==> src/char_disp_pkg.sv <==
// Constants for the character display controller
// Operation
// [RQ1] Drives a character display of 16 columns by 2 lines.
// [RQ2] Data go over an eight-bit parallel bus, bits 7 down to 0.
// [RQ3] Strobe, direction and select each come from their own output.
// [RQ4] Select line picks data register or command register.
// [RQ5] Command register read returns busy indication on bit 7.
// [RQ6] Host polls busy and waits till clear before each command.
// [RQ7] Interrupt rises a short delay after read data is valid.
// [RQ8] Select and direction settle before strobe; write data outlives strobe.
package char_disp_pkg;
    // ------------------------------------------------------------
    // Display geometry and bus widths
    // ------------------------------------------------------------
    localparam int DISP_COLS = 16;
    localparam int DISP_LINES = 2;
    localparam int DBW = 8;
    localparam int BUSY_BIT = 7;
    // ------------------------------------------------------------
    // Register map
    // ------------------------------------------------------------
    localparam int AW = 5;
    localparam logic [AW-1:0] OFS_CMD = 5'h00;
    localparam logic [AW-1:0] OFS_DATA = 5'h04;
    localparam logic [AW-1:0] OFS_ISTAT = 5'h08;
    localparam logic [AW-1:0] OFS_IMASK = 5'h0C;
    localparam logic SEL_CMD = 1'h0;
    localparam logic SEL_DATA = 1'h1;
    localparam logic IMASK_RST = 1'h0;
    // ------------------------------------------------------------
    // Display bus timing
    // ------------------------------------------------------------
    localparam int CLK_MHZ = 125;
    localparam int T_SETUP_NS = 60;
    localparam int T_PULSE_NS = 450;
    localparam int T_HOLD_NS = 20;
    localparam int IRQ_DELAY_CYC = 4;
    localparam int SETUP_CYC = (T_SETUP_NS * CLK_MHZ + 999) / 1000;
    localparam int PULSE_CYC = (T_PULSE_NS * CLK_MHZ + 999) / 1000;
    localparam int HOLD_CYC = (T_HOLD_NS * CLK_MHZ + 999) / 1000;
    localparam int CW = 8;
    localparam logic [CW-1:0] SETUP_LD = CW'(SETUP_CYC - 1);
    localparam logic [CW-1:0] PULSE_LD = CW'(PULSE_CYC - 1);
    localparam logic [CW-1:0] HOLD_LD = CW'(HOLD_CYC - 1);
    localparam logic [CW-1:0] IRQ_LD = CW'(IRQ_DELAY_CYC);
    typedef enum logic [2:0] {ST_IDLE, ST_DATA, ST_SETUP, ST_PULSE, ST_HOLD} state_t;
endpackage : char_disp_pkg

==> src/char_display_controller.sv <==
// Character display controller with AHB-Lite register slave
//
// Decided for this implementation: the AHB-Lite slave port and the register offsets.
module char_display_controller
    import char_disp_pkg::*;
(
    // Clock and reset
    input wire logic SYS_CLK_I,
    input wire logic SYS_RST_I,
    // AHB-Lite slave
    input wire logic HSEL_I,
    input wire logic [31:0] HADDR_I,
    input wire logic [1:0] HTRANS_I,
    input wire logic HWRITE_I,
    input wire logic [2:0] HSIZE_I,
    input wire logic [31:0] HWDATA_I,
    input wire logic HREADY_I,
    output logic [31:0] HRDATA_O,
    output logic HREADYOUT_O,
    output logic HRESP_O,
    // Display bus
    input wire logic [DBW-1:0] DISPLAY_DATA_BUS_I,
    output logic [DBW-1:0] CHAR_DISPLAY_DATA_OUT_O,
    output logic DISPLAY_DATA_BUS_OE_O,
    output logic DISPLAY_STROBE_DRIVE_O,
    output logic DISPLAY_DIRECTION_DRIVE_O,
    output logic DISPLAY_REGSEL_DRIVE_O,
    // Interrupt
    output logic IRQ_O
);
    // ------------------------------------------------------------
    // Bus decode
    // ------------------------------------------------------------
    state_t state_q;
    logic [AW-1:0] addr_q;
    logic wr_q;
    logic ready_q;
    logic resp_q;
    logic [31:0] rdata_q;
    logic [CW-1:0] cnt_q;
    logic strobe_q;
    logic dir_q;
    logic regsel_q;
    logic [DBW-1:0] dout_q;
    logic oe_q;
    logic [DBW-1:0] sync1_q;
    logic [DBW-1:0] sync2_q;
    logic [DBW-1:0] sync3_q;
    logic [DBW-1:0] stable_q;
    logic stat_q;
    logic mask_q;
    logic irq_q;
    logic [CW-1:0] idly_q;
    wire accept = HSEL_I && HTRANS_I[1] && HREADY_I && ready_q;
    wire is_cmd = (addr_q == OFS_CMD);
    wire is_dat = (addr_q == OFS_DATA);
    wire is_disp = is_cmd || is_dat;
    wire is_stat = (addr_q == OFS_ISTAT);
    wire is_mask = (addr_q == OFS_IMASK);
    wire in_data = (state_q == ST_DATA);
    wire cnt_done = (cnt_q == '0);
    wire pulse_end = (state_q == ST_PULSE) && cnt_done;
    wire rd_capture = pulse_end && dir_q;
    wire stat_clr = in_data && !wr_q && is_stat;
    wire idly_fire = (idly_q == CW'(1));
    wire stat_d = (stat_q && !stat_clr) || idly_fire;
    wire mask_d = (in_data && wr_q && is_mask) ? HWDATA_I[0] : mask_q;
    wire [31:0] local_rd = is_stat ? {31'h0, stat_q} : is_mask ? {31'h0, mask_q} : 32'h0;
    // ------------------------------------------------------------
    // Transfer sequencer
    // ------------------------------------------------------------
    // The bus stalls for the whole display cycle, so software cannot
    // overlap accesses; polling busy is still its job.
    always_ff @(posedge SYS_CLK_I)
    begin
        if (SYS_RST_I)
        begin
            state_q <= ST_IDLE;
            addr_q <= '0;
            wr_q <= 1'b0;
            ready_q <= 1'b1;
            cnt_q <= '0;
        end
        else
        begin
            case (state_q)
                ST_IDLE:
                begin
                    if (accept)
                    begin
                        addr_q <= HADDR_I[AW-1:0];
                        wr_q <= HWRITE_I;
                        ready_q <= 1'b0;
                        state_q <= ST_DATA;
                    end
                end
                ST_DATA:
                begin
                    if (is_disp)
                    begin
                        cnt_q <= SETUP_LD;
                        state_q <= ST_SETUP;
                    end
                    else
                    begin
                        ready_q <= 1'b1;
                        state_q <= ST_IDLE;
                    end
                end
                ST_SETUP:
                begin
                    cnt_q <= cnt_done ? PULSE_LD : cnt_q - CW'(1);
                    if (cnt_done)
                        state_q <= ST_PULSE; // RQ8
                end
                ST_PULSE:
                begin
                    cnt_q <= cnt_done ? HOLD_LD : cnt_q - CW'(1);
                    if (cnt_done)
                        state_q <= ST_HOLD;
                end
                ST_HOLD:
                begin
                    cnt_q <= cnt_q - CW'(1);
                    if (cnt_done)
                    begin
                        ready_q <= 1'b1;
                        state_q <= ST_IDLE;
                    end
                end
                default:
                    state_q <= ST_IDLE;
            endcase
        end
    end
    // ------------------------------------------------------------
    // Display pin drive
    // ------------------------------------------------------------
    always_ff @(posedge SYS_CLK_I)
    begin
        if (SYS_RST_I)
        begin
            strobe_q <= 1'b0;
            dir_q <= 1'b0;
            regsel_q <= SEL_CMD;
            dout_q <= '0;
            oe_q <= 1'b0;
        end
        else
        begin
            if (in_data && is_disp)
            begin
                regsel_q <= is_dat ? SEL_DATA : SEL_CMD; // RQ4
                dir_q <= !wr_q; // RQ3
                dout_q <= HWDATA_I[DBW-1:0]; // RQ2
                oe_q <= wr_q; // RQ2
            end
            if ((state_q == ST_SETUP) && cnt_done)
                strobe_q <= 1'b1; // RQ3
            if (pulse_end)
                strobe_q <= 1'b0;
            // Write data stays on until the hold time has passed
            if ((state_q == ST_HOLD) && cnt_done)
                oe_q <= 1'b0; // RQ8
        end
    end
    // ------------------------------------------------------------
    // Read data synchroniser
    // ------------------------------------------------------------
    // A byte counts only once two late stages agree, which filters
    // skew between the eight pins at the cost of four cycles.
    always_ff @(posedge SYS_CLK_I)
    begin
        if (SYS_RST_I)
        begin
            sync1_q <= '0;
            sync2_q <= '0;
            sync3_q <= '0;
            stable_q <= '0;
        end
        else
        begin
            sync1_q <= DISPLAY_DATA_BUS_I;
            sync2_q <= sync1_q;
            sync3_q <= sync2_q;
            if (sync2_q == sync3_q)
                stable_q <= sync3_q;
        end
    end
    // ------------------------------------------------------------
    // Bus answer
    // ------------------------------------------------------------
    always_ff @(posedge SYS_CLK_I)
    begin
        if (SYS_RST_I)
        begin
            rdata_q <= '0;
            resp_q <= 1'b0;
        end
        else
        begin
            resp_q <= 1'b0;
            if (in_data && !wr_q && !is_disp)
                rdata_q <= local_rd;
            // Captured while the strobe is still high; bit 7 is busy on command reads
            if (rd_capture)
                rdata_q <= {24'h0, stable_q}; // RQ5 RQ8 RQ1
        end
    end
    // ------------------------------------------------------------
    // Interrupt
    // ------------------------------------------------------------
    always_ff @(posedge SYS_CLK_I)
    begin
        if (SYS_RST_I)
        begin
            idly_q <= '0;
            stat_q <= 1'b0;
            mask_q <= IMASK_RST;
            irq_q <= 1'b0;
        end
        else
        begin
            if (rd_capture)
                idly_q <= IRQ_LD; // RQ7
            else if (idly_q != '0)
                idly_q <= idly_q - CW'(1);
            stat_q <= stat_d; // RQ7
            mask_q <= mask_d;
            irq_q <= stat_d && mask_d; // RQ7
        end
    end
    assign HRDATA_O = rdata_q;
    assign HREADYOUT_O = ready_q;
    assign HRESP_O = resp_q;
    assign CHAR_DISPLAY_DATA_OUT_O = dout_q;
    assign DISPLAY_DATA_BUS_OE_O = oe_q;
    assign DISPLAY_STROBE_DRIVE_O = strobe_q;
    assign DISPLAY_DIRECTION_DRIVE_O = dir_q;
    assign DISPLAY_REGSEL_DRIVE_O = regsel_q;
    assign IRQ_O = irq_q;
endmodule : char_display_controller

==> config.mk <==
export PLATFORM = sky130hd
export DESIGN_NAME = char_display_controller
export DESIGN_NICKNAME = d
export VERILOG_FILES = /design/src/char_disp_pkg.sv /design/src/char_display_controller.sv
export SDC_FILE = /design/constraint.sdc
export NUM_CORES = 1
export LEC_CHECK = 0
export ABC_AREA = 1
export BUFFER_PORTS_ARGS = -buffer_cell sky130_fd_sc_hd__buf_4
export CORE_UTILIZATION = 33
export CTS_BUF_LIST = sky130_fd_sc_hd__clkbuf_8
export CTS_CLUSTER_SIZE = 10
export DETAILED_ROUTE_END_ITERATION = 16
export HOLD_SLACK_MARGIN = 0.02
export PLACE_DENSITY_LB_ADDON = 0.25
export SLEW_MARGIN = 20
export SYNTH_ARGS = -nofsm -noshare
export SYNTH_HDL_FRONTEND = slang
export SYNTH_SLANG_ARGS = --single-unit
==> constraint.sdc <==
create_clock -name SYS_CLK_I -period 2.82 [get_ports SYS_CLK_I]
set_clock_uncertainty 0.2 [all_clocks]
set_input_delay 0.141 -clock SYS_CLK_I [delete_from_list [all_inputs] [get_ports SYS_CLK_I]]
set_output_delay 0.141 -clock SYS_CLK_I [all_outputs]
set_load 0.01 [all_outputs]
==> impl_metrics.env, run 1 <==
export IMPL_globalplace_congestion=0.815
export IMPL_drt_pre_antenna_iters=4
export IMPL_cts_resized_gates=0
export IMPL_r2r_end="CHAR_DISPLAY_DATA_OUT_O[4]"
export IMPL_core_area_sq_um=10300
export IMPL_fmax_mhz=520
export IMPL_diodes=0
export IMPL_startpoint_type="register"
export IMPL_cts_buffers=9
export IMPL_finalCritPeriodShare=0.682
export IMPL_ys_warn_count=0
export IMPL_grt_usage=0.130
export IMPL_regArea_sq_um=1620
export IMPL_met1_usage=0.144
export IMPL_antenna_found_initial=0
export IMPL_fin_nets=625
export IMPL_cp_arrival_ps=1970
export IMPL_htreeDepth=3
export IMPL_synth_async_sr_flop_share=0
export IMPL_syn_area_sq_um=3520
export IMPL_setup_worst_path_start="state_q[2]"
export IMPL_area_growth_pct=23.4
export IMPL_routed_wl_um=6680
export IMPL_crit_path_end="CHAR_DISPLAY_DATA_OUT_O[4]"
export IMPL_fin_setup_tns_ps=0
export IMPL_yosysSeqAreaShare=0.460
export IMPL_worstSetupPathType="register to register"
export IMPL_use_met3=0.0414
export IMPL_clkLatencyLatePin_ps=350
export IMPL_cts_root_buffer_cell="clkbuf_8"
export IMPL_yosysUniqueCellTypes=31
export IMPL_setup_violations=0
export IMPL_cp_end_kind="register"
export IMPL_die_area_sq_um=11100
export IMPL_wl_per_cell_um=9.83
export IMPL_clock_sinks=81
export IMPL_cts_tree="yes"
export IMPL_ioPinCount=129
export IMPL_busiest_layer="met2"
export IMPL_via_per_inst=4.25
export IMPL_port_buffers=48
export IMPL_grt_overflow_total=0
export IMPL_syn_avg_cell_area_sq_um=7.53
export IMPL_min_path_type="primary input to register"
export IMPL_rr_startpoint="state_q[2]"
export IMPL_max_slew_margin=0.486
export IMPL_fin_crit_ps=1920
export IMPL_grt_pass1_vias=2793
export IMPL_antenna_left=0
export IMPL_status="finished, final reports clean"
export IMPL_drcViolationCount=0
export IMPL_syn_inst=468
export IMPL_dp_hpwl_um=4640
export IMPL_ys_flop_type="dfxtp_1"
export IMPL_nFillCells=1061
export IMPL_finalHoldViolCount=0
export IMPL_drtIter0Drc=94
export IMPL_p_leak_nw=1.95
export IMPL_rsz0062_at_grt="no"
export IMPL_worst_pin_slew_ps=770
export IMPL_p_per_area_nw_per_um2=629
export IMPL_met2_usage=0.231
export IMPL_reg2reg_setup_slack_ps=900
export IMPL_cts_max_path_buffers=2
export IMPL_synth_edf_count=0
export IMPL_start_util=0.341
export IMPL_row_count=37
export IMPL_via_count=2893
export IMPL_die_w_um=105
export IMPL_drv_slew=0
export IMPL_drive_gt1_frac=0.164
export IMPL_ir_worst_vdd_mv=0.251
export IMPL_utilization=0.421
export IMPL_cp_data_required_time_ps=2860
export IMPL_path_clk_slew_ps=80
export IMPL_grt_pass1_wl_um=11700
export IMPL_ff2ff_path_depth=7
export IMPL_max_cap_violations=0
export IMPL_multiInputGateArea_sq_um=1550
export IMPL_grt_max_degree=51
export IMPL_ys_ff_latch=81
export IMPL_die_h_um=105
export IMPL_cp_max_fo=15
[state kept, by name, indices dropped and copies added, names as in the netlist, 3 cells and up]
| register | flops |
|---|---|
| idly_q | 8 |
| state_q | 3 |
| stable_q | 8 |
| addr_q | 5 |
| sync3_q | 8 |
| sync2_q | 8 |
| HRDATA_O | 8 |
| CHAR_DISPLAY_DATA_OUT_O | 8 |
| sync1_q | 8 |
| cnt_q | 8 |
[timing repair]
item / in CTS / in global routing
hold buffers: 22 / 0
buffers inserted: 0 / 0
hold endpoints to repair: 24 / 0
setup endpoints to repair: 0 / 0
[layout make-up]
| type | count | share of cell area |
|---|---|---|
| Timing Repair Buffer | 71 | 0.135 |
| Sequential cell | 81 | 0.373 |
| Tap cell | 136 | 0.0391 |
| Clock buffer | 10 | 0.0317 |
| Clock inverter | 6 | 0.0170 |
| Inverter | 54 | 0.0469 |
| Multi-Input combinational cell | 322 | 0.357 |
[worst min-delay path by stage]
stage / endpoint / cells after the start / from
after global routing: addr_q[0] / 4 / HREADY_I
after global placement: sync1_q[5] / 3 / DISPLAY_DATA_BUS_I[5]
final: addr_q[4] / 4 / HREADY_I
after floorplan: sync1_q[0] / 2 / DISPLAY_DATA_BUS_I[0]
after CTS: addr_q[4] / 4 / HREADY_I
after detailed placement: sync1_q[6] / 3 / DISPLAY_DATA_BUS_I[6]
[routing by layer]
| layer | wire length [um] | up-vias | part of all wire |
|---|---|---|---|
| li1 | - | 1563 | - |
| met2 | 3210 | 70 | 0.48 |
| met3 | 277 | 14 | 0.041 |
| met1 | 3060 | 1246 | 0.46 |
| met4 | 131 | 0 | 0.020 |
| met5 | 0 | - | 0 |
[power breakdown]
part	switching, mW	internal (mW)	total (mW)
registers	0.0585	1.23	1.28
clock network	0.445	0.446	0.891
logic	0.327	0.234	0.561
total	0.831	1.91	2.74
[placed cells by master (no fill, tap or decap), drive strengths merged, types with 10 or more instances in the layout]
master,netlist,routed
a21oi,34,34
buf,27,49
clkbuf,8,10
conb,1,25
dfxtp,81,81
dlygate4sd3,0,22
inv,52,55
nand2,86,86
nand3,27,27
nor2,86,86
o21ai,26,26
[cells by family (layout without fill, tap and decap cells)]
family                   count (synthesis)  in the layout  share of synthesized area
other                                    1             25                    0.00106
AO/OA/AOI/OAI                           64             64                     0.0983
flip-flops                              81             81                      0.460
adder cells (fa/ha/maj)                  4              4                     0.0142
XOR/XNOR                                13             13                     0.0323
AND/OR/NAND/NOR                        216            216                      0.269
buffers and inverters                   89            141                      0.125
[cell usage after synthesis (all sizes together), types with 4 or more instances]
library cell / count / share of area
nand3: 27 / 0.047
buf: 27 / 0.059
ha: 4 / 0.014
nand2: 86 / 0.094
nor2: 86 / 0.10
xor2: 5 / 0.012
clkbuf: 8 / 0.0085
nor3: 9 / 0.013
inv: 52 / 0.055
dfxtp: 81 / 0.46
nand4: 5 / 0.0089
a21oi: 34 / 0.048
o21ai: 26 / 0.040
xnor2: 8 / 0.020
[metrics by stage]
stage / power [mW] / hold slack (ps) / area (sq um) / setup slack (ps) / cells
after floorplan: 1.74 / 48.0 / 3610 / 1280 / 492
after global placement: 1.84 / 144 / 3920 / 911 / 642
after detailed placement: 1.85 / 149 / 3920 / 875 / 642
after CTS: 2.76 / 130 / 4350 / 867 / 680
after global routing: 2.91 / 150 / 4350 / 693 / 680
final: 2.74 / 124 / 4350 / 895 / 680
[critical path: stages, from the launching register on]
cell and delay (ps):
dfxtp_1 410, inv_1 100, nand3_2 130, inv_1 50, nand2_1 350, clkinv_1 350, nor2_1 170, nor2_1 60
Power figures use the tool's default switching activity.
==> inputs of run 2 (changes only) <==
clock period = 1.9 ns   (was 2.82 ns; I/O delays follow)
==> run 2 against run 1 <==
Compared with the run above:
- clock-buffer cell count fell by 1
- clock power rose by 45%
- register-to-register slack got worse by 740 ps
- global-route usage rose by 0.44 points
- critical endpoint is now HRDATA_O[6]
- largest cell class unchanged
- largest power group unchanged
==> impl_metrics.env, run 2 (synthesized netlist as in run 1, its figures left out) <==
export IMPL_start_util=0.341
export IMPL_via_count=2931
export IMPL_grt_overflow_total=0
export IMPL_ioPinCount=129
export IMPL_drtIter0Drc=139
export IMPL_layout_commonest_cell="nand2_1"
export IMPL_drv_slew=0
export IMPL_dp_hpwl_um=4630
export IMPL_max_cap_violations=0
export IMPL_rsz0062_at_grt="no"
export IMPL_p_per_area_nw_per_um2=920
export IMPL_cts_tree="yes"
export IMPL_cts_max_path_buffers=2
export IMPL_finalHoldViolCount=0
export IMPL_grt_pass1_wl_um=12000
export IMPL_globalplace_congestion=0.781
export IMPL_die_w_um=105
export IMPL_fin_crit_ps=1750
export IMPL_port_buffers=48
export IMPL_grt_usage=0.134
export IMPL_core_area_sq_um=10300
export IMPL_p_seq_frac=0.471
export IMPL_clkPwrFrac=0.319
export IMPL_fin_nets=632
export IMPL_htreeDepth=3
export IMPL_cp_arrival_ps=1830
export IMPL_status="finished, final reports clean"
export IMPL_cts_root_buffer_cell="clkbuf_8"
export IMPL_cts_buffers=9
export IMPL_min_path_type="primary input to register"
export IMPL_internal_power_mw=2.81
export IMPL_path_clk_slew_ps=90
export IMPL_whs_ps=74.4
export IMPL_regArea_sq_um=1620
export IMPL_postCtsSetupBuffers=0
export IMPL_drive_gt1_frac=0.174
export IMPL_worst_pin_slew_ps=506
export IMPL_startpoint_type="register"
export IMPL_row_count=37
export IMPL_fmax_mhz=573
export IMPL_drt_pre_antenna_iters=4
export IMPL_area_growth_pct=24.9
export IMPL_setup_violations=0
export IMPL_finalCritPeriodShare=0.919
export IMPL_p_leak_nw=1.98
export IMPL_clkLatencyLatePin_ps=350
export IMPL_multiInputGateArea_sq_um=1550
export IMPL_clock_sinks=81
export IMPL_routed_wl_um=6810
export IMPL_max_slew_margin=0.663
export IMPL_die_area_sq_um=11100
export IMPL_swShare=0.305
export IMPL_worstSetupPathType="register to register"
export IMPL_nFillCells=1053
export IMPL_drcViolationCount=0
export IMPL_antenna_left=0
export IMPL_die_h_um=105
export IMPL_ir_worst_vdd_mv=0.477
export IMPL_fin_setup_tns_ps=0
export IMPL_mostFrequentLayoutCells="nand2_1 (83), dfxtp_1 (81), nor2_1 (76)"
export IMPL_cp_end_kind="register"
export IMPL_via_per_inst=4.27
export IMPL_diodes=0
export IMPL_cp_data_required_time_ps=1980
export IMPL_grt_pass1_vias=2767
export IMPL_wl_per_cell_um=9.92
export IMPL_combPwrFrac=0.210
export IMPL_cp_max_fo=13
export IMPL_antenna_found_initial=0
export IMPL_grt_max_degree=51
export IMPL_p_sw_mw=1.24
run 2: worst paths after layout:
kind	start	endpoint	slack, ps	depth (start not counted)
min	HREADY_I	addr_q[4]	70	4
min reg2reg	sync1_q[1]	sync2_q[1]	210	2
max reg2reg	cnt_q[1]	HRDATA_O[6]	150	8
max	cnt_q[1]	HRDATA_O[6]	150	8
run 2: power by group through the flow:
stage               Clock (mW)  Sequential, mW  Combinational (mW)
floorplan                    0            1.94               0.647
global placement             0            1.94               0.800
detailed placement           0            1.95               0.816
CTS                       1.36            1.91               0.858
global route              1.43            1.93               0.988
finish                    1.29            1.91               0.851
run 2: critical path, cell delays in order (launching register included):
cell and delay, ps:
dfxtp_1 310, inv_1 70, ha_1 200, nand2_2 80, nor2_4 230, nand3_4 220
clkinv_2 150, nand2_1 60, a21oi_1 140
run 2: metrics by stage:
step	power (mW)	worst slack [ps]	utilization	instances	area, sq um
after global placement	2.74	202	0.384	648	3960
after CTS	4.12	135	0.426	687	4400
after global routing	4.34	12.9	0.426	687	4400
final	4.05	155	0.426	687	4400
after detailed placement	2.76	174	0.384	648	3960
after floorplan	2.58	362	-	492	3610
run 2: what timing repair did:
item / 4_1_cts / 5_1_grt
hold buffers: 23 / 0
setup endpoints to repair: 0 / 2
gates resized for setup: 0 / 1
hold endpoints to repair: 25 / 0
run 2: final cells by class:
| type | instances | area share |
|---|---|---|
| timing repair buffer | 78 | 0.146 |
| clock inverter | 7 | 0.0188 |
| multi-input combinational | 322 | 0.353 |
| sequential | 81 | 0.368 |
| tap | 136 | 0.0387 |
| inverter | 54 | 0.0472 |
| clock buffer | 9 | 0.0281 |
run 2: layer usage:
metal	wire, um	share of wire	track usage	up-vias
met5	0	0	0	-
met4	65	0.0095	0.0473	0
met3	283	0.042	0.0414	7
met2	3320	0.49	0.241	61
met1	3140	0.46	0.148	1283
li1	-	-	-	1580
==> inputs of run 3 (changes only) <==
ABC_AREA = default   (was 1)
CORE_UTILIZATION = 30   (was 33)
==> run 3 against run 2 <==
Compared with the run above:
- the flow now finishes with violations (setup timing)
- final cell count shrank 5.5%
- combinational power up 50%
- worst hold slack gained 91 ps
- critical path depth down 4
- clock power up 13%
- final area rose by 11%
- wire length rose by 20%
- via count grew 2.6%
- die area up 11%
- utilization down 0.13 points
- global-route usage up 0.19 points
- total power is 16% higher
==> impl_metrics.env, run 3 <==
export IMPL_antenna_found_initial=0
export IMPL_p_per_area_nw_per_um2=960
export IMPL_nFillCells=1152
export IMPL_area_growth_pct=37.0
export IMPL_die_area_sq_um=12300
export IMPL_setup_violations=3
export IMPL_antenna_left=0
export IMPL_port_buffers=48
export IMPL_worst_slack_ps=-23.1
export IMPL_holdPathEnd="HREADYOUT_O"
export IMPL_ys_flop_type="dfxtp_1"
export IMPL_min_delay_start="HTRANS_I[1]"
export IMPL_crit_slowest_cell="or4b_4"
export IMPL_ir_worst_vdd_mv=0.384
export IMPL_ff2ff_path_depth=4
export IMPL_final_cells=649
export IMPL_ys_ff_latch=81
export IMPL_synthTopCellsByCount="dfxtp_1 (81), nand2_1 (32), nor2b_1 (31)"
export IMPL_cp_data_required_time_ps=2000
export IMPL_grt_overflow_total=0
export IMPL_mostFrequentLayoutCells="buf_4 (90), dfxtp_1 (75), nand2_1 (32)"
export IMPL_ys_warn_count=0
export IMPL_synth_async_sr_flop_share=0
export IMPL_grt_pass1_vias=2933
export IMPL_drv_slew=0
export IMPL_grt_usage=0.136
export IMPL_p_leak_nw=1.98
export IMPL_rsz0062_at_grt="yes"
export IMPL_drtIter0Drc=103
export IMPL_routed_wl_um=8190
export IMPL_die_h_um=111
export IMPL_die_w_um=111
export IMPL_cp_arrival_ps=2020
export IMPL_via_count=3008
export IMPL_syn_inst=392
export IMPL_violations="setup timing"
export IMPL_yosysUniqueCellTypes=58
export IMPL_busiest_layer="met2"
export IMPL_hold_path_depth=5
export IMPL_cts_buffers=9
export IMPL_met2_usage=0.233
export IMPL_path_clk_slew_ps=90
export IMPL_status="complete, but fails checks"
export IMPL_yosysMostFrequentCell="dfxtp_1"
export IMPL_cts_max_path_buffers=2
export IMPL_core_area_sq_um=11500
export IMPL_start_util=0.310
export IMPL_ys_top_cells_by_area="dfxtp_1 (46%), nor2b_1 (5.5%), buf_4 (5.3%)"
export IMPL_synth_top_area_share=0.456
export IMPL_drt_pre_antenna_iters=5
export IMPL_ioPinCount=129
export IMPL_yosysSeqAreaShare=0.456
export IMPL_path_cells="or4b_4 -> or4_4 -> a21oi_4 -> a21boi_2"
export IMPL_use_met3=0.0361
export IMPL_fin_crit_ps=1920
export IMPL_drive_gt1_frac=0.283
export IMPL_startpoint_type="register"
export IMPL_whs_ps=165
export IMPL_placed_cells=605
export IMPL_cp_end_kind="register"
export IMPL_met1_usage=0.165
export IMPL_cts_root_buffer_cell="clkbuf_8"
export IMPL_setup_worst_path_start="addr_q[0]"
export IMPL_htreeDepth=3
export IMPL_via_per_inst=4.63
export IMPL_grt_max_degree=38
export IMPL_reg2reg_setup_slack_ps=-20
export IMPL_wl_per_cell_um=12.6
export IMPL_r2r_end="IRQ_O"
export IMPL_max_cap_violations=0
export IMPL_dp_hpwl_um=5560
export IMPL_syn_area_sq_um=3560
export IMPL_cts_tree="yes"
export IMPL_clock_sinks=81
export IMPL_syn_avg_cell_area_sq_um=9.08
export IMPL_fmax_mhz=520
export IMPL_worstSetupPathType="register to register"
export IMPL_min_path_type="primary input to register"
export IMPL_synth_edf_count=0
export IMPL_globalplace_congestion=0.782
export IMPL_grt_pass1_wl_um=13700
export IMPL_diodes=0
export IMPL_cp_max_fo=5
export IMPL_layout_commonest_cell="buf_4"
export IMPL_fin_nets=587
export IMPL_rr_startpoint="addr_q[0]"
export IMPL_clkLatencyLatePin_ps=360
export IMPL_fin_setup_tns_ps=-66.8
export IMPL_synth_top_cell_by_area="dfxtp_1"
export IMPL_finalCritPeriodShare=1.01
export IMPL_cp_slowest_stage_delay_ps=540
export IMPL_row_count=39
export IMPL_finalHoldViolCount=0
export IMPL_drcViolationCount=0
[run 3: cell type report]
class | count | area [sq um] | share of cell area
Tap cell | 143 | 179 | 0.0367
Inverter | 10 | 37.5 | 0.00770
Sequential cell | 81 | 1630 | 0.335
Clock buffer | 9 | 124 | 0.0254
Multi-Input combinational cell | 280 | 1830 | 0.375
Timing Repair Buffer | 119 | 968 | 0.199
Clock inverter | 7 | 105 | 0.0216
[run 3: kinds of logic after synthesis]
| group | after synthesis | synth area share |
|---|---|---|
| XOR/XNOR | 16 | 0.0394 |
| other | 1 | 0.00105 |
| adder cells (fa/ha/maj) | 4 | 0.0141 |
| multiplexers | 9 | 0.0257 |
| buffers and inverters | 55 | 0.0890 |
| AND/OR/NAND/NOR | 143 | 0.227 |
| AO/OA/AOI/OAI | 83 | 0.148 |
| flip-flops | 81 | 0.456 |
[run 3: through the flow]
step	area (sq um)	total power, mW	util	setup slack [ps]
3_5_place_dp	4250	3.11	0.371	-101
5_1_grt	4870	4.94	0.425	-92.1
6_report	4870	4.68	0.425	-23.1
4_1_cts	4810	4.66	0.419	-36.5
3_3_place_gp	4250	3.08	0.371	-113
2_1_floorplan	3670	2.76	-	-165
[run 3: layer usage]
metal,vias up,routed length [um]
met5,-,0
met2,72,4020
met3,6,349
met4,0,95
met1,1390,3730
li1,1540,-
[run 3: worst max-delay path by stage]
stage | end | slack (ps) | cells past startpoint
floorplan | cnt_q[7] | -170 | 5
global placement | cnt_q[3] | -110 | 5
detailed placement | cnt_q[1] | -100 | 5
CTS | IRQ_O | -40 | 4
global route | HRDATA_O[4] | -90 | 7
finish | IRQ_O | -20 | 4
[run 3: worst max-delay path, delay by kind of cell (launching register included)]
family / cells / cell delay (ps)
AOI/OAI and AO/OA: 2 / 280
DFF: 1 / 350
and+or+nand+nor: 2 / 1050
[run 3: what timing repair did]
item,CTS,global route
gates resized for setup,15,16
hold endpoints to repair,40,0
pin swaps,4,1
endpoints found under the setup margin,9,33
setup buffers,0,1
hold buffers,27,0
[run 3: power breakdown]
part | switching (mW) | internal (mW) | leakage [nW]
Clock | 0.695 | 0.764 | 0.113
Combinational | 0.623 | 0.658 | 1.20
Sequential | 0.109 | 1.83 | 0.663
